--- src/include/cfm_map.vh ---
// Register map, field positions, reset values and counts of the clock fail monitor
`ifndef CFM_MAP_VH
`define CFM_MAP_VH

`define CFM_ADDR_W        4
`define CFM_DATA_W        8

`define CFM_OFF_CLKSEL    4'h0
`define CFM_OFF_FLAG      4'h1
`define CFM_OFF_MASK      4'h2
`define CFM_OFF_STAT      4'h3

`define CFM_SRC_LSB       0
`define CFM_SRC_MSB       1
`define CFM_PRUN_BIT      3
`define CFM_IFS_LSB       4
`define CFM_IFS_MSB       6
`define CFM_FAIL_BIT      7

`define CFM_STAT_FSAFE    0
`define CFM_STAT_ENA      1
`define CFM_STAT_MON      2
`define CFM_STAT_START    3

`define CFM_SRC_PRIMARY   2'h0
`define CFM_SRC_SECONDARY 2'h1
`define CFM_SRC_INTERNAL  2'h2

`define CFM_CLKSEL_RST    8'h00
`define CFM_MASK_RST      8'h00
`define CFM_IFS_RST       3'h0

`define CFM_DIV_RATIO     64
`define CFM_DIV_W         6

`endif

--- src/hw/cfm_edge.v ---
// Edge detector for an input sampled on the system clock
`timescale 1ns/10ps
module cfm_edge (
  input  wire sys_clk,
  input  wire sys_rst,
  input  wire sig_in,
  output reg  rise_q,
  output reg  fall_q
);
  reg last_q;

  always @(posedge sys_clk) begin
    if (sys_rst) begin
      // Track the pin in reset so no false edge follows release
      last_q <= sig_in;
      rise_q <= 1'b0;
      fall_q <= 1'b0;
    end else begin
      last_q <= sig_in;
      rise_q <= sig_in & ~last_q;
      fall_q <= ~sig_in & last_q;
    end
  end
endmodule

--- src/hw/cfm_div.v ---
// Sample clock divider counting low-power RC oscillator edges
`timescale 1ns/10ps
`include "cfm_map.vh"
module cfm_div #(
  parameter RATIO = `CFM_DIV_RATIO,
  parameter W     = `CFM_DIV_W
) (
  input  wire sys_clk,
  input  wire sys_rst,
  input  wire run,
  input  wire osc_rise,
  output reg  samp_rise_q,
  output reg  samp_fall_q
);
  localparam integer LAST_I = RATIO - 1;
  localparam integer HALF_I = RATIO / 2 - 1;
  localparam [W-1:0] LAST   = LAST_I[W-1:0];
  localparam [W-1:0] HALF   = HALF_I[W-1:0];
  reg [W-1:0] cnt_q;

  // divide by 64
  always @(posedge sys_clk) begin
    if (sys_rst || !run) begin
      cnt_q       <= {W{1'b0}};
      samp_rise_q <= 1'b0;
      samp_fall_q <= 1'b0;
    end else begin
      samp_rise_q <= osc_rise && (cnt_q == LAST);
      samp_fall_q <= osc_rise && (cnt_q == HALF);
      if (osc_rise) begin
        cnt_q <= (cnt_q == LAST) ? {W{1'b0}} : cnt_q + {{(W-1){1'b0}}, 1'b1};
      end
    end
  end
endmodule

--- src/hw/cfm_top.v ---
// Fail-safe clock monitor: supervision, source switching, recovery and registers
`timescale 1ns/10ps
`include "cfm_map.vh"
// Function
// Monitor works only with enable fuse set
// RC oscillator runs while monitor enabled
// Sample clock is RC divided by 64
// Latch set by clock fall, cleared by sample
// Sample fall with latch set means failure
// Failure sets fail flag bit seven
// Switch to internal; select register unchanged
// Failure resets watchdog and postscaler
// Only primary and secondary are supervised
// Watchdog disable never stops RC oscillator; code stops it when the fuse is clear
// Fail-safe ends on reset or power-managed entry
// After reset internal clock until primary ready
// Primary ready: switch, set running flag
// Primary never ready: select register keeps reset
// Software sets frequency field before sleep
// Fail flag sticky until software clears it
module cfm_top (
  input  wire                   sys_clk,
  input  wire                   sys_rst,
  input  wire                   monitor_enable_fuse,
  input  wire                   watchdog_enable,
  input  wire                   low_power_rc_osc,
  input  wire                   primary_clk_in,
  input  wire                   secondary_clk_in,
  input  wire                   primary_ready,
  input  wire                   pm_mode_entry,
  input  wire [`CFM_ADDR_W-1:0] reg_addr,
  input  wire [`CFM_DATA_W-1:0] reg_wdata,
  input  wire                   reg_we,
  input  wire                   reg_re,
  output reg  [`CFM_DATA_W-1:0] reg_rdata_q,
  output reg  [1:0]             dev_clk_sel_q,
  output reg                    lprc_run_q,
  output reg                    watchdog_clear_q,
  output reg                    fail_safe_q,
  output reg                    osc_fail_irq_q
);
  localparam [2:0] ST_START = 3'b001;
  localparam [2:0] ST_RUN   = 3'b010;
  localparam [2:0] ST_FAIL  = 3'b100;

  localparam [`CFM_DATA_W-1:0] CLKSEL_RST = `CFM_CLKSEL_RST;
  localparam [`CFM_DATA_W-1:0] MASK_RST   = `CFM_MASK_RST;

  reg  [2:0]             state_q;
  reg  [2:0]             state_d;
  reg                    ena_q;
  reg  [1:0]             src_sel_q;
  reg  [2:0]             freq_sel_q;
  reg                    osc_fail_flag_q;
  reg                    mask_q;
  reg                    edge_seen_latch_q;
  reg                    fail_det;
  reg                    mon_clk;
  reg  [`CFM_DATA_W-1:0] rd_mux;
  wire                   rc_rise;
  wire                   mon_fall;
  wire                   samp_rise;
  wire                   samp_fall;
  wire                   wr_clksel;
  wire                   wr_flag;
  wire                   wr_mask;
  wire                   supervised;
  wire                   monitoring;
  wire                   primary_running_flag;

  function sel_hit;
    input [`CFM_ADDR_W-1:0] a;
    input [`CFM_ADDR_W-1:0] off;
    begin
      sel_hit = (a == off);
    end
  endfunction

  assign wr_clksel = reg_we && sel_hit(reg_addr, `CFM_OFF_CLKSEL);
  assign wr_flag   = reg_we && sel_hit(reg_addr, `CFM_OFF_FLAG);
  assign wr_mask   = reg_we && sel_hit(reg_addr, `CFM_OFF_MASK);

  // Fuse is non-volatile, so a plain resample each cycle is enough
  always @(posedge sys_clk) begin
    if (sys_rst) begin
      ena_q <= 1'b0;
    end else begin
      ena_q <= monitor_enable_fuse;
    end
  end

  // internal source never supervised
  assign supervised = (src_sel_q == `CFM_SRC_PRIMARY) || (src_sel_q == `CFM_SRC_SECONDARY);
  // supervision gated by the fuse
  assign monitoring = ena_q && (state_q == ST_RUN) && supervised;

  always @* begin
    mon_clk = 1'b0;
    if (src_sel_q == `CFM_SRC_SECONDARY) begin
      mon_clk = secondary_clk_in;
    end else begin
      mon_clk = primary_clk_in;
    end
  end

  cfm_edge u_rc_edge (
    .sys_clk (sys_clk),
    .sys_rst (sys_rst),
    .sig_in  (low_power_rc_osc),
    .rise_q  (rc_rise),
    .fall_q  ()
  );

  cfm_edge u_mon_edge (
    .sys_clk (sys_clk),
    .sys_rst (sys_rst),
    .sig_in  (mon_clk),
    .rise_q  (),
    .fall_q  (mon_fall)
  );

  cfm_div #(
    .RATIO (`CFM_DIV_RATIO),
    .W     (`CFM_DIV_W)
  ) u_div (
    .sys_clk     (sys_clk),
    .sys_rst     (sys_rst),
    .run         (ena_q),
    .osc_rise    (rc_rise),
    .samp_rise_q (samp_rise),
    .samp_fall_q (samp_fall)
  );

  // latch set by clock fall, clear by sample rise; a coincident edge wins
  always @(posedge sys_clk) begin
    if (sys_rst || !monitoring) begin
      edge_seen_latch_q <= 1'b0;
    end else if (mon_fall) begin
      edge_seen_latch_q <= 1'b1;
    end else if (samp_rise) begin
      edge_seen_latch_q <= 1'b0;
    end
  end

  // failure test on sample fall
  always @* begin
    fail_det = monitoring && samp_fall && edge_seen_latch_q;
  end

  always @* begin
    state_d = state_q;
    case (state_q)
      ST_START: begin
        // primary ready ends start-up
        if (primary_ready) begin
          state_d = ST_RUN;
        // select register waits for power-managed entry
        end else if (pm_mode_entry) begin
          state_d = ST_RUN;
        end
      end
      ST_RUN: begin
        // fail-safe entered on failure
        if (fail_det) begin
          state_d = ST_FAIL;
        end
      end
      ST_FAIL: begin
        // only power-managed entry leaves fail-safe here
        if (pm_mode_entry) begin
          state_d = ST_RUN;
        end
      end
      default: begin
        state_d = ST_START;
      end
    endcase
  end

  // reset restarts with the internal multiplexer feeding the device
  always @(posedge sys_clk) begin
    if (sys_rst) begin
      state_q <= ST_START;
    end else begin
      state_q <= state_d;
    end
  end

  // running flag once primary has taken over
  assign primary_running_flag = (state_q == ST_RUN) && (src_sel_q == `CFM_SRC_PRIMARY);

  // select field is left alone on failure
  // writes ignored during start-up so it keeps reset value
  // frequency field is software's to set before sleep
  always @(posedge sys_clk) begin
    if (sys_rst) begin
      src_sel_q  <= CLKSEL_RST[`CFM_SRC_MSB:`CFM_SRC_LSB];
      freq_sel_q <= `CFM_IFS_RST;
    end else if (wr_clksel && (state_q != ST_START)) begin
      src_sel_q  <= reg_wdata[`CFM_SRC_MSB:`CFM_SRC_LSB];
      freq_sel_q <= reg_wdata[`CFM_IFS_MSB:`CFM_IFS_LSB];
    end
  end

  // fail flag set on failure
  // sticky, write one clears, a new failure wins over the clear
  always @(posedge sys_clk) begin
    if (sys_rst) begin
      osc_fail_flag_q <= 1'b0;
    end else if (fail_det) begin
      osc_fail_flag_q <= 1'b1;
    end else if (wr_flag && reg_wdata[`CFM_FAIL_BIT]) begin
      osc_fail_flag_q <= 1'b0;
    end
  end

  always @(posedge sys_clk) begin
    if (sys_rst) begin
      mask_q <= MASK_RST[`CFM_FAIL_BIT];
    end else if (wr_mask) begin
      mask_q <= reg_wdata[`CFM_FAIL_BIT];
    end
  end

  // Outputs all registered so downstream clock muxing sees clean levels
  always @(posedge sys_clk) begin
    if (sys_rst) begin
      dev_clk_sel_q    <= `CFM_SRC_INTERNAL;
      lprc_run_q       <= 1'b0;
      watchdog_clear_q <= 1'b0;
      fail_safe_q      <= 1'b0;
      osc_fail_irq_q   <= 1'b0;
    end else begin
      // internal source until start-up is over
      // internal source during fail-safe
      if (state_d == ST_RUN) begin
        dev_clk_sel_q <= src_sel_q;
      end else begin
        dev_clk_sel_q <= `CFM_SRC_INTERNAL;
      end
      // oscillator kept running by the monitor
      // watchdog enable also keeps it running, so with the fuse clear a watchdog disable stops it
      lprc_run_q       <= ena_q | watchdog_enable;
      // watchdog and postscaler restart on failure
      watchdog_clear_q <= fail_det;
      fail_safe_q      <= (state_d == ST_FAIL);
      osc_fail_irq_q   <= (osc_fail_flag_q | fail_det) & mask_q;
    end
  end

  always @* begin
    rd_mux = {`CFM_DATA_W{1'b0}};
    case (reg_addr)
      `CFM_OFF_CLKSEL: begin
        rd_mux[`CFM_SRC_MSB:`CFM_SRC_LSB] = src_sel_q;
        rd_mux[`CFM_PRUN_BIT]             = primary_running_flag;
        rd_mux[`CFM_IFS_MSB:`CFM_IFS_LSB] = freq_sel_q;
      end
      `CFM_OFF_FLAG: begin
        rd_mux[`CFM_FAIL_BIT] = osc_fail_flag_q;
      end
      `CFM_OFF_MASK: begin
        rd_mux[`CFM_FAIL_BIT] = mask_q;
      end
      `CFM_OFF_STAT: begin
        rd_mux[`CFM_STAT_FSAFE] = (state_q == ST_FAIL);
        rd_mux[`CFM_STAT_ENA]   = ena_q;
        rd_mux[`CFM_STAT_MON]   = monitoring;
        rd_mux[`CFM_STAT_START] = (state_q == ST_START);
      end
      default: begin
        rd_mux = {`CFM_DATA_W{1'b0}};
      end
    endcase
  end

  // Read data stands one cycle after the strobe only
  always @(posedge sys_clk) begin
    if (sys_rst) begin
      reg_rdata_q <= {`CFM_DATA_W{1'b0}};
    end else if (reg_re) begin
      reg_rdata_q <= rd_mux;
    end else begin
      reg_rdata_q <= {`CFM_DATA_W{1'b0}};
    end
  end
endmodule

--- config.mk ---
export PLATFORM = sky130hd
export DESIGN_NAME = cfm_top
export DESIGN_NICKNAME = d
export VERILOG_FILES = /design/src/hw/cfm_edge.v /design/src/hw/cfm_div.v /design/src/hw/cfm_top.v
export VERILOG_INCLUDE_DIRS = /design/src /design/src/include
export SDC_FILE = /design/constraint.sdc
export NUM_CORES = 1
export LEC_CHECK = 0
export BUFFER_PORTS_ARGS = -buffer_cell sky130_fd_sc_hd__buf_2
export CAP_MARGIN = 15
export CORE_ASPECT_RATIO = 0.6
export CORE_UTILIZATION = 45
export CTS_CLUSTER_DIAMETER = 50
export CTS_CLUSTER_SIZE = 24
export DETAILED_ROUTE_END_ITERATION = 10
export GPL_ROUTABILITY_DRIVEN = 0
export HOLD_SLACK_MARGIN = 0.06
export PLACE_DENSITY = 0.69
export SLEW_MARGIN = 30
export SYNTH_ARGS = -nofsm -noshare
export SYNTH_HDL_FRONTEND = slang
export SYNTH_HIERARCHICAL = 1
export SYNTH_SLANG_ARGS = --single-unit
export TNS_END_PERCENT = 50
--- constraint.sdc ---
create_clock -name sys_clk -period 1.81 [get_ports sys_clk]
set_input_delay 0.2715 -clock sys_clk [delete_from_list [all_inputs] [get_ports sys_clk]]
set_output_delay 0.2715 -clock sys_clk [all_outputs]
set_load 0.02 [all_outputs]
==> results summary, run 1 <==
The flow ran to the end, and the final reports show no timing, DRC or antenna violations. The cell sitting at the root of the clock tree is a sky130_fd_sc_hd__clkbuf_8. The timing-limited maximum frequency is 663 MHz.

The die is 47.1 um tall. The power density of the placed cells came out at 922 mW/mm^2. The pin count of the biggest net entering global routing came out at 29. The placed wire-length estimate after detailed placement is 2290 um.

The clock tree buffer depth is 2. The synthesized instance count is 150. The antenna cell count is 0. The maximum level of the CTS H-tree came out at 2.

The remaining design rule violation count came out at 0. The slew at the pin closest to its max-slew limit is 477 ps. The total wire length after detailed routing came out at 3020 um. Clock-pin slew was measured on the worst setup and hold paths at 70 ps. Setup repair after global routing left no endpoint under its margin. The finished layout holds 233 standard cells, fillers aside.

After global routing the overflow that remains totals 0. In this run, placement finished with an instance count of 225. In this run the worst hold path is classified as input port to flip-flop.

Once routing completed, OpenROAD measured the worst setup slack at 301 ps. The first global-routing pass estimated 4860 um of wire. The total of warnings raised by yosys came out at 6. The final critical delay including setup and external delays is 1510 ps. Using the TritonRoute via totals, the vias-per-cell ratio works out to 5.03. IR analysis of the VDD net gives a maximum drop of 0.000400 V. The average footprint of a synthesized cell came out at 10.2 um^2. The iteration count of the initial detailed-routing pass is 4. The die outline width came out at 77.2 um.

The final antenna-violating net count is 0. For flop-to-flop paths, the worst setup slack is 300 ps. Overall power consumption after layout is estimated at 1710 uW. For this run, the total global-route usage over all layers was measured as 0.181.

The largest fanout on the critical path came out at 8. The arrival time reported for the critical path endpoint is 1720 ps. The detailed-route wire length per cell came out at 13.0 um. The post-synthesis instance area is 0.00153 mm^2.

The number of I/O port buffers is 34. For this block, the via count after detailed routing is 1173. Buffers inserted to repair hold after CTS numbered 0.

The storage element area is 761 um^2. The number of I/O pins came out at 37. The number of clock buffers added by TritonCTS is 5.

In this run, post-CTS repair resized a total of 0 instances. The die area came out at 0.00364 mm^2. The number of nets in the final layout came out at 214.

Across the run, the number of max-cap violations was 0. The number of nets in the synthesized netlist is 174. The category of the worst setup path launch point is a flip-flop. The number of max-slew violations in the final report is 0. The setup slack at placement is 242 ps. Setup violations remaining at the end of the flow were counted as 0. The setup fix buffers added after clock tree synthesis is 0. The worst setup skew after layout came out at 5.33 ps. The share of the clock period used by the worst path after layout is 0.834. The kind of end point of the critical path is a flip-flop. The cell row count came out at 15. The count of filler cells inserted in the layout is 262. Data on the critical path is required at its endpoint by 2020 ps.

The critical path start-end classification is flip-flop to flip-flop. The via count of the first global-routing pass is 1083. The number of DRC violations after detailed-routing iteration 0 came out at 53. The clock net in this run drives a total of 38 sinks.

The initial cell density of the core came out at 0.502. The later pin in the worst-skew pair is clocked with a latency of 280 ps. The number of cells on the worst hold path is 1.

The critical path goes through or3b_4, a311o_1, a31oi_1. The number of cells on the worst reg-to-reg path is 3. The synthesis-to-finish area growth is 21.8%. The slowest stage of the critical path belongs to the cell sky130_fd_sc_hd__or3b_4. TritonCTS built the clock tree. The number of antenna violations at the first check in global routing was 0. The worst hold margin is 100 ps. The leakage component of the power came out at 0.000727 uW. The headroom to the max-slew limit is 0.679.

The count of final hold-check violations was 0. The peak per-stage delay on the critical path is 450 ps. Of the cells placed in the final design, the portion with a size suffix greater than 1 is 0.293. The placeable core region is 0.00304 mm^2. After routing, the total negative slack on setup checks comes to 0 ps. The area used by multi-input combinational logic came out at 737 um^2.
==> per-layer routing <==
metal,part of all wire,wire length (um),track usage
met5,0,0,0
met4,0.0026,8,0.0453
met3,0.052,156,0.0680
met2,0.45,1360,0.310
met1,0.50,1500,0.224
==> power by group <==
| group | total (uW) | internal [uW] | switching, uW |
|---|---|---|---|
| Clock | 663 | 384 | 278 |
| Combinational | 170 | 82.0 | 88.0 |
| Sequential | 882 | 859 | 23.2 |
| Total | 1710 | 1330 | 390 |
==> critical path: cells and delay by family, from the launching register on <==
kind / cells / cell delay, ps
AND/OR/NAND/NOR: 1 / 450
flip-flops: 1 / 440
AO/OA/AOI/OAI: 2 / 550
==> placed cells by master (no fill, tap or decap), drive strengths merged <==
master  instances
inv             4
nor2b           2
o41a            1
a22oi           1
o21bai          2
a311o           1
a221oi          2
nand2           7
and2b           1
or3b            2
and2            3
clkbuf          8
nand3b          4
xor2            4
buf            36
nand2b         15
o21ai           3
nor2           12
nor3            6
dfxtp          38
nand4           3
nor3b           7
nand3           6
nor4            1
a22o            3
a31oi           1
mux2i           6
or4b            1
xnor2           1
ha              1
a221o           1
a21oi           6
or2             1
or3             1
==> flip-flops by register name, indices dropped and copies added (netlist names) <==
signal,flops
edge_seen_latch_q,1
watchdog_clear_q,1
u_div/samp_rise_q,1
u_rc_edge/last_q,1
u_rc_edge/rise_q,1
freq_sel_q,3
u_div/samp_fall_q,1
ena_q,1
u_mon_edge/last_q,1
dev_clk_sel_q,2
osc_fail_flag_q,1
osc_fail_irq_q,1
src_sel_q,2
u_mon_edge/fall_q,1
reg_rdata_q,8
u_div/cnt_q,6
mask_q,1
lprc_run_q,1
state_q,3
fail_safe_q,1
==> worst paths after layout <==
kind,to,startpoint
min,u_rc_edge/last_q$_DFF_P_,low_power_rc_osc
min reg2reg,u_rc_edge/rise_q$_SDFF_PP0_,u_rc_edge/last_q$_DFF_P_
max reg2reg,dev_clk_sel_q[0]$_SDFF_PP0_,state_q[1]$_SDFF_PP0_
max,dev_clk_sel_q[0]$_SDFF_PP0_,state_q[1]$_SDFF_PP0_
==> stage by stage <==
step | cell area (um^2) | utilization
2_1_floorplan | 1530 | -
3_3_place_gp | 1750 | 0.576
3_5_place_dp | 1750 | 0.576
4_1_cts | 1860 | 0.612
5_1_grt | 1860 | 0.612
6_report | 1860 | 0.612
==> final cells by class <==
| cell class | count | area share |
|---|---|---|
| flip-flops and latches | 38 | 0.409 |
| repair buffers | 36 | 0.0995 |
| inverters | 4 | 0.00807 |
| multi-input cells | 105 | 0.396 |
| well taps | 42 | 0.0282 |
| clock buffers | 8 | 0.0592 |
Power figures use the tool's default switching activity.
==> run 2: changes to the inputs <==
--- a/config.mk
+++ b/config.mk
@@ -6,6 +6,7 @@
 export SDC_FILE = /design/constraint.sdc
 export NUM_CORES = 1
 export LEC_CHECK = 0
+export ABC_AREA = 1
 export BUFFER_PORTS_ARGS = -buffer_cell sky130_fd_sc_hd__buf_2
 export CAP_MARGIN = 15
 export CORE_ASPECT_RATIO = 0.6
@@ -15,7 +16,7 @@
 export DETAILED_ROUTE_END_ITERATION = 10
 export GPL_ROUTABILITY_DRIVEN = 0
 export HOLD_SLACK_MARGIN = 0.06
-export PLACE_DENSITY = 0.69
+export PLACE_DENSITY = 0.71
 export SLEW_MARGIN = 30
 export SYNTH_ARGS = -nofsm -noshare
 export SYNTH_HDL_FRONTEND = slang
==> constraint.sdc (replaced) <==
create_clock -name sys_clk -period 1.35 [get_ports sys_clk]
set_input_delay 0.2025 -clock sys_clk [delete_from_list [all_inputs] [get_ports sys_clk]]
set_output_delay 0.2025 -clock sys_clk [all_outputs]
set_load 0.02 [all_outputs]
==> results summary, run 2 <==
The remaining global-route overflow is 0 (unchanged). The via count of the first global-routing pass is 1058 (-2.3%). The largest voltage drop on the vdd net is 0.000563 V (+41%). The switching portion of total power came out at 0.234 (+0.00708). The share of the clock period used by the worst path after layout came out at 0.875 (+0.0411).

The area growth from synthesis to layout is 22.3%. The post-synthesis instance area is 0.00152 mm^2 (-0.49%). The die outline width is 77.0 um (-0.24%). The startpoint identified for the worst hold timing path is watchdog_enable. The final antenna-violating net count came out at 0 (unchanged). The number of max-slew violations in the final report was 0 (unchanged).

The clock-pin slew on the worst setup and hold paths is 70 ps (about the same). The final cell area excluding filler cells is 0.00186 mm^2 (about the same). The synthesized instance count was 194 (+29%). The iteration count of the initial detailed-routing pass came to 4 (unchanged).

The worst register-to-register path begins at u_div/cnt_q[0]$_SDFFE_PP0P_. The flop-to-flop setup slack is 170 ps (-130 ps). The worst setup skew after layout is 6.25 ps (+0.919 ps). The number of nets in the final layout is 262 (+22%).

Counting flops per register, the top entry is reg_rdata_q. The routed via count is 1249 (+6.5%). The area used by multi-input combinational logic is 621 um^2 (-16%). The remaining design rule violation count came out at 0 (unchanged). The global-route wire length before repair is 4750 um (-2.1%). The die extent in y came out at 47.0 um (-0.24%). The share of total power in sequential cells came out at 0.546 (+0.032). The number of I/O port buffers is 34 (unchanged). The count of cells along the worst register-to-register path is 6 (+3). The combinational share of power came out at 0.089 (-0.010). The placed wire-length estimate after detailed placement is 2200 um (-4.0%). The clock tree from TritonCTS is yes. The overall power consumption came out at 2130 uW (+24%). In this run the clock root is driven by a sky130_fd_sc_hd__clkbuf_8. The post-route worst setup slack is 169 ps (-132 ps). The pin count of the biggest net entering global routing came to 12 (-59%).

The flow ran to the end, and the final reports show no timing, DRC or antenna violations. The number of flip-flops under the largest register name is 8 (unchanged). The timing-limited maximum frequency came out at 847 MHz (+28%).

The critical path is of the flip-flop to flip-flop type. STA classifies the critical path startpoint as a flip-flop. The number of vias per cell after detailed routing came out at 4.44 (-12%). The count of final hold-check violations came to 0 (unchanged). The total wire length after detailed routing came out at 2790 um (-7.8%). The count of max-cap constraint violations came out at 0 (unchanged).

The share of post-route cells with drive strength above 1 came out at 0.259 (-0.0338). The power density of the placed cells came to 1150 mW/mm^2 (+24%). The die area came out at 0.00362 mm^2 (-0.48%). The slew at the pin closest to its max-slew limit is 257 ps (-220 ps). The detailed-route wire length per cell is 9.91 um (-24%). The highest layer touched by signal routing is met4. The leakage component of the power is 0.000869 uW (+20%). The internal power component came out at 1630 uW (+23%).

The hold-fix buffer count after cts is 1 (+1). The final critical delay including setup and external delays came out at 1180 ps (-328 ps). The number of instances resized during post-cts repair is 0 (unchanged). The overall global routing resource usage is 0.179 (-0.00233). The number of antenna violations at the first check in global routing is 0 (unchanged). The number of DRC violations after detailed-routing iteration 0 is 81 (+53%). The setup violation total in the final timing report is 0 (unchanged).

The sum of negative setup slack came to 0 ps (unchanged). The synthesized netlist net count is 218 (+25%). The proportion of power drawn by the clock network came to 0.364 (-0.022).

The routed length on met1 is 1580 um (+5.1%). The reg-to-reg endpoint is u_div/cnt_q[1]$_SDFFE_PP0P_. The arrival time reported for the critical path endpoint came out at 1360 ps (-360 ps). The maximum level of the CTS H-tree is 2 (unchanged). The clock sink total is 38 (unchanged). The net switching power figure came out at 499 uW (+28%).

The instance area after placement came out at 0.00176 mm^2 (+0.43%). The cell row count is 15 (unchanged). The sink of the worst hold path is lprc_run_q$_SDFF_PP0_.

The setup fix buffers added after clock tree synthesis is 0 (unchanged). In the layout the commonest cells are sky130_fd_sc_hd__dfxtp_1, sky130_fd_sc_hd__nand2_1, sky130_fd_sc_hd__buf_2. The most common cell after layout, fill and taps aside is sky130_fd_sc_hd__dfxtp_1. The min-delay analysis places its worst path in the category input port to flip-flop. The number of buffers created by CTS came out at 5 (unchanged).

The total of warnings raised by yosys came out at 6 (unchanged). The count of filler cells inserted in the layout came out at 293 (+12%). The placeable core region came out at 0.00304 mm^2 (unchanged). The initial cell density of the core is 0.500 (-0.00247). The met3 layer wire length in the routed design came out at 176 um (+13%). The kind of end point of the critical path is a flip-flop.

The number of I/O pins is 37 (unchanged). The storage element area came to 761 um^2 (unchanged). The average footprint of a synthesized cell is 7.84 um^2 (-23%). The required time of the critical path came out at 1530 ps (-490 ps). The largest fanout on the critical path is 4 (-4). The largest registers in the layout are reg_rdata_q: 8 flops, u_div/cnt_q: 6 flops.

The headroom to the max-slew limit is 0.827 (+0.148). The clock tree buffer depth was 2 (unchanged). The antenna cell count came out at 0 (unchanged). The insertion delay to the later sink of the worst-skew pair is 280 ps (about the same). The number of cells on the worst hold path is 3 (+2). Setup repair after global routing left no endpoint under its margin. The met2 layer wire length in the routed design was 1010 um (-26%). The setup slack at placement was 190 ps (-51.3 ps).
## run 2: cell types whose count changed in the layout (fill, tap and decap cells not counted), sizes merged, moves of 5 or more
| cell | previous run | this run |
|---|---|---|
| inv | 4 | 35 |
| mux2i | 6 | 1 |
| nand2 | 7 | 41 |
| nand2b | 15 | 0 |
| nand3 | 6 | 14 |
| nor2 | 12 | 38 |
| nor3b | 7 | 0 |
## run 2: metal layers
metal  vias up  GRT usage
met2        35      0.234
met4         0     0.0830
li1        683          -
met3         3     0.0583
met1       528      0.263
met5         -          0
## run 2: critical path: stages, from the launching register on
cell	delay [ps]
sky130_fd_sc_hd__dfxtp_1	390
sky130_fd_sc_hd__ha_1	220
sky130_fd_sc_hd__nand2_1	100
sky130_fd_sc_hd__nor2_4	120
sky130_fd_sc_hd__nand3_2	90
sky130_fd_sc_hd__nand2_2	110
sky130_fd_sc_hd__nor2_1	50
## run 2: worst max path at each step
stage	start	endpoint	slack (ps)	depth (start not counted)
floorplan	u_div/cnt_q[0]$_SDFFE_PP0P_	u_div/cnt_q[0]$_SDFFE_PP0P_	310	6
global placement	u_div/cnt_q[0]$_SDFFE_PP0P_	u_div/cnt_q[0]$_SDFFE_PP0P_	220	6
detailed placement	u_div/cnt_q[0]$_SDFFE_PP0P_	u_div/cnt_q[0]$_SDFFE_PP0P_	190	6
CTS	u_div/cnt_q[0]$_SDFFE_PP0P_	u_div/cnt_q[0]$_SDFFE_PP0P_	180	6
global route	u_div/cnt_q[0]$_SDFFE_PP0P_	u_div/cnt_q[1]$_SDFFE_PP0P_	50	6
finish	u_div/cnt_q[0]$_SDFFE_PP0P_	u_div/cnt_q[1]$_SDFFE_PP0P_	170	6
## run 2: area by class of cell
type / count / share of cell area
Inverter: 35 / 0.0707
Timing Repair Buffer: 38 / 0.109
Clock buffer: 7 / 0.0464
Multi-Input combinational cell: 120 / 0.334
Tap cell: 42 / 0.0283
Clock inverter: 1 / 0.00269
Sequential cell: 38 / 0.409
## run 2: per-stage QoR
step | hold WS (ps) | utilization | cells
floorplan | 230 | - | 194
global placement | 324 | 0.578 | 272
detailed placement | 324 | 0.578 | 272
CTS | 122 | 0.612 | 281
global route | 133 | 0.612 | 281
finish | 122 | 0.612 | 281
## run 2: power groups by stage
stage,clock network [uW],logic [uW],registers [uW]
CTS,789,191,1160
detailed placement,0,187,1190
global placement,0,185,1190
finish,777,190,1160
global route,848,215,1170
floorplan,0,110,1200
==> run 3: changes to the inputs <==
--- a/config.mk
+++ b/config.mk
@@ -17,6 +17,7 @@
 export GPL_ROUTABILITY_DRIVEN = 0
 export HOLD_SLACK_MARGIN = 0.06
 export PLACE_DENSITY = 0.71
+export RECOVER_POWER = 25
 export SLEW_MARGIN = 30
 export SYNTH_ARGS = -nofsm -noshare
 export SYNTH_HDL_FRONTEND = slang
==> results summary, run 3 (synthesis results as in run 2) <==
The run finished with clean final reports. The pin count of the biggest net entering global routing came out at 12 (unchanged). The top layer reached by signal wires is met4. The global-route wire length before repair came out at 4750 um (unchanged). The total wire length after detailed routing is 2790 um (about the same). The die extent in y came out at 47.0 um (unchanged). The worst setup skew after layout is 6.27 ps (+0.0211 ps).

The number of antenna violations at the first check in global routing is 0 (unchanged). The cell sitting at the root of the clock tree is a sky130_fd_sc_hd__clkbuf_8. The arrival time reported for the critical path endpoint was 1360 ps (about the same).

The number of I/O port buffers is 34 (unchanged). The peak per-stage delay on the critical path is 390 ps (about the same). The clock tree buffer depth came out at 2 (unchanged). The setup slack at placement came out at 190 ps (unchanged). The via count of the first global-routing pass came out at 1058 (unchanged). The setup fix buffers added after clock tree synthesis came out at 0 (unchanged). STA classifies the critical path endpoint as a flip-flop. The number of max-slew violations in the final report came out at 0 (unchanged). The insertion delay to the later sink of the worst-skew pair came out at 280 ps (about the same). The number of I/O pins came to 37 (unchanged). The library cell used most frequently in the layout, excluding fill and tap cells, is sky130_fd_sc_hd__dfxtp_1. The final cell area excluding filler cells came out at 0.00184 mm^2 (-1.1%). The routed via count came out at 1255 (+0.48%). The setup violation total in the final timing report was 0 (unchanged). The placeable core region came to 0.00304 mm^2 (unchanged). The die area was 0.00362 mm^2 (unchanged).

TritonCTS built the clock tree. The count of final hold-check violations is 0 (unchanged). The power density of the placed cells was 1160 mW/mm^2 (+0.82%). STA classifies the critical path startpoint as a flip-flop. The area growth from synthesis to layout is 21.0%.

The placed wire-length estimate after detailed placement came to 2200 um (unchanged). The critical path goes through ha_1, nand2_1, nor2_4, nand3_2, nand2_2, nor2_1. The post-route non-filler standard cell count came out at 281 (unchanged).

The number of DRC violations after detailed-routing iteration 0 is 81 (unchanged). The required time of the critical path was 1530 ps (about the same). On the critical path, the stage with the largest delay is an instance of sky130_fd_sc_hd__dfxtp_1. The leakage component of the power is 0.000846 uW (-2.6%). The share of the clock period used by the worst path after layout was 0.873 (-0.00149). The flop-to-flop setup slack came out at 170 ps (about the same). The register name with the most flops is reg_rdata_q. The number of buffers created by CTS came to 5 (unchanged). The number of vias per cell after detailed routing came to 4.47 (+0.48%). The cell row count is 15 (unchanged). The antenna cell count is 0 (unchanged). The largest voltage drop on the vdd net came out at 0.000563 V (about the same). The number of nets in the final layout came out at 262 (unchanged). The clock sink total was 38 (unchanged). The count of max-cap constraint violations came out at 0 (unchanged). The met2 layer wire length in the routed design came out at 1000 um (-0.59%).

The sum of negative setup slack is 0 ps (unchanged). The detailed-route wire length per cell is 9.92 um (about the same). The share of post-route cells with drive strength above 1 came out at 0.226 (-0.0335). The path class of the tightest hold or removal check is input port to flip-flop. The timing-limited maximum frequency is 848 MHz (+0.17%). The routed length on met1 is 1570 um (-0.57%). The total placed cells including tap cells came out at 272 (unchanged).

In the layout the commonest cells are sky130_fd_sc_hd__dfxtp_1, sky130_fd_sc_hd__nand2_1, sky130_fd_sc_hd__inv_1. The initial cell density of the core is 0.500 (unchanged). The instance area after placement is 0.00176 mm^2 (unchanged).

The remaining global-route overflow came out at 0 (unchanged). The final antenna-violating net count is 0 (unchanged). The largest fanout on the critical path is 4 (unchanged). The maximum level of the CTS H-tree came out at 2 (unchanged). The clock-pin slew on the worst setup and hold paths came to 70 ps (about the same).

The overall global routing resource usage is 0.179 (unchanged). The post-route worst setup slack came out at 171 ps (+2.01 ps). The remaining design rule violation count came out at 0 (unchanged). The largest registers in the layout are reg_rdata_q: 8 flops, u_div/cnt_q: 6 flops.

The final critical delay including setup and external delays was 1180 ps (-2.01 ps). The met3 layer wire length in the routed design came out at 186 um (+5.7%). The iteration count of the initial detailed-routing pass is 4 (unchanged). The die outline width came out at 77.0 um (unchanged). The headroom to the max-slew limit came out at 0.714 (-0.113). Setup repair after global routing left no endpoint under its margin. The critical path start-end classification is flip-flop to flip-flop. The number of flip-flops under the largest register name came out at 8 (unchanged). The slew at the pin closest to its max-slew limit came out at 427 ps (+170 ps).
==> run 3: cell types whose count changed in the layout (fill, tap and decap cells not counted), sizes merged <==
cell	previous run	this run
buf	37	31
clkbuf	7	13
==> run 3: final cells by class <==
type	count	area, um^2
sequential	38	761
clock inverter	1	5.00
fill	295	1200
tap	42	52.6
timing repair buffer	38	193
clock buffer	7	86.3
inverter	35	131
multi-input combinational	120	611
==> run 3: stage by stage <==
step           power, uW   util  hold slack, ps
6_report            2130  0.605             122
2_1_floorplan       1310      -             230
4_1_cts             2150  0.612             122
3_5_place_dp        1380  0.578             324
5_1_grt             2230  0.605             133
3_3_place_gp        1380  0.578             324
==> run 3: worst paths after layout <==
kind | cells after the start | from | endpoint
setup / recovery | 6 | u_div/cnt_q[0]$_SDFFE_PP0P_ | u_div/cnt_q[1]$_SDFFE_PP0P_
hold / removal | 3 | watchdog_enable | lprc_run_q$_SDFF_PP0_
setup reg to reg | 6 | u_div/cnt_q[0]$_SDFFE_PP0P_ | u_div/cnt_q[1]$_SDFFE_PP0P_
hold reg to reg | 2 | u_mon_edge/last_q$_DFF_P_ | u_mon_edge/fall_q$_SDFF_PP0_
==> run 3: layer usage <==
layer	track usage	vias up
li1	-	684
met1	0.263	529
met2	0.234	37
met3	0.0583	5
met4	0.0830	0
met5	0	-
==> run 3: critical path, delay by kind of cell (launching register included) <==
| family | cells | cell delay (ps) |
|---|---|---|
| simple gates | 5 | 470 |
| flops | 1 | 390 |
| fa+ha+maj | 1 | 220 |
==> run 3: what timing repair did <==
item | 4_1_cts | 5_1_grt
hold buffers | 1 | 0
resized for setup | 0 | 0
hold endpoints to repair | 1 | 0
==> run 3: power breakdown <==
part	internal [uW]	switching [uW]	total, uW
sequential	1150	18.3	1160
clock	411	365	777
combinational	71.0	114	185
total	1630	497	2130
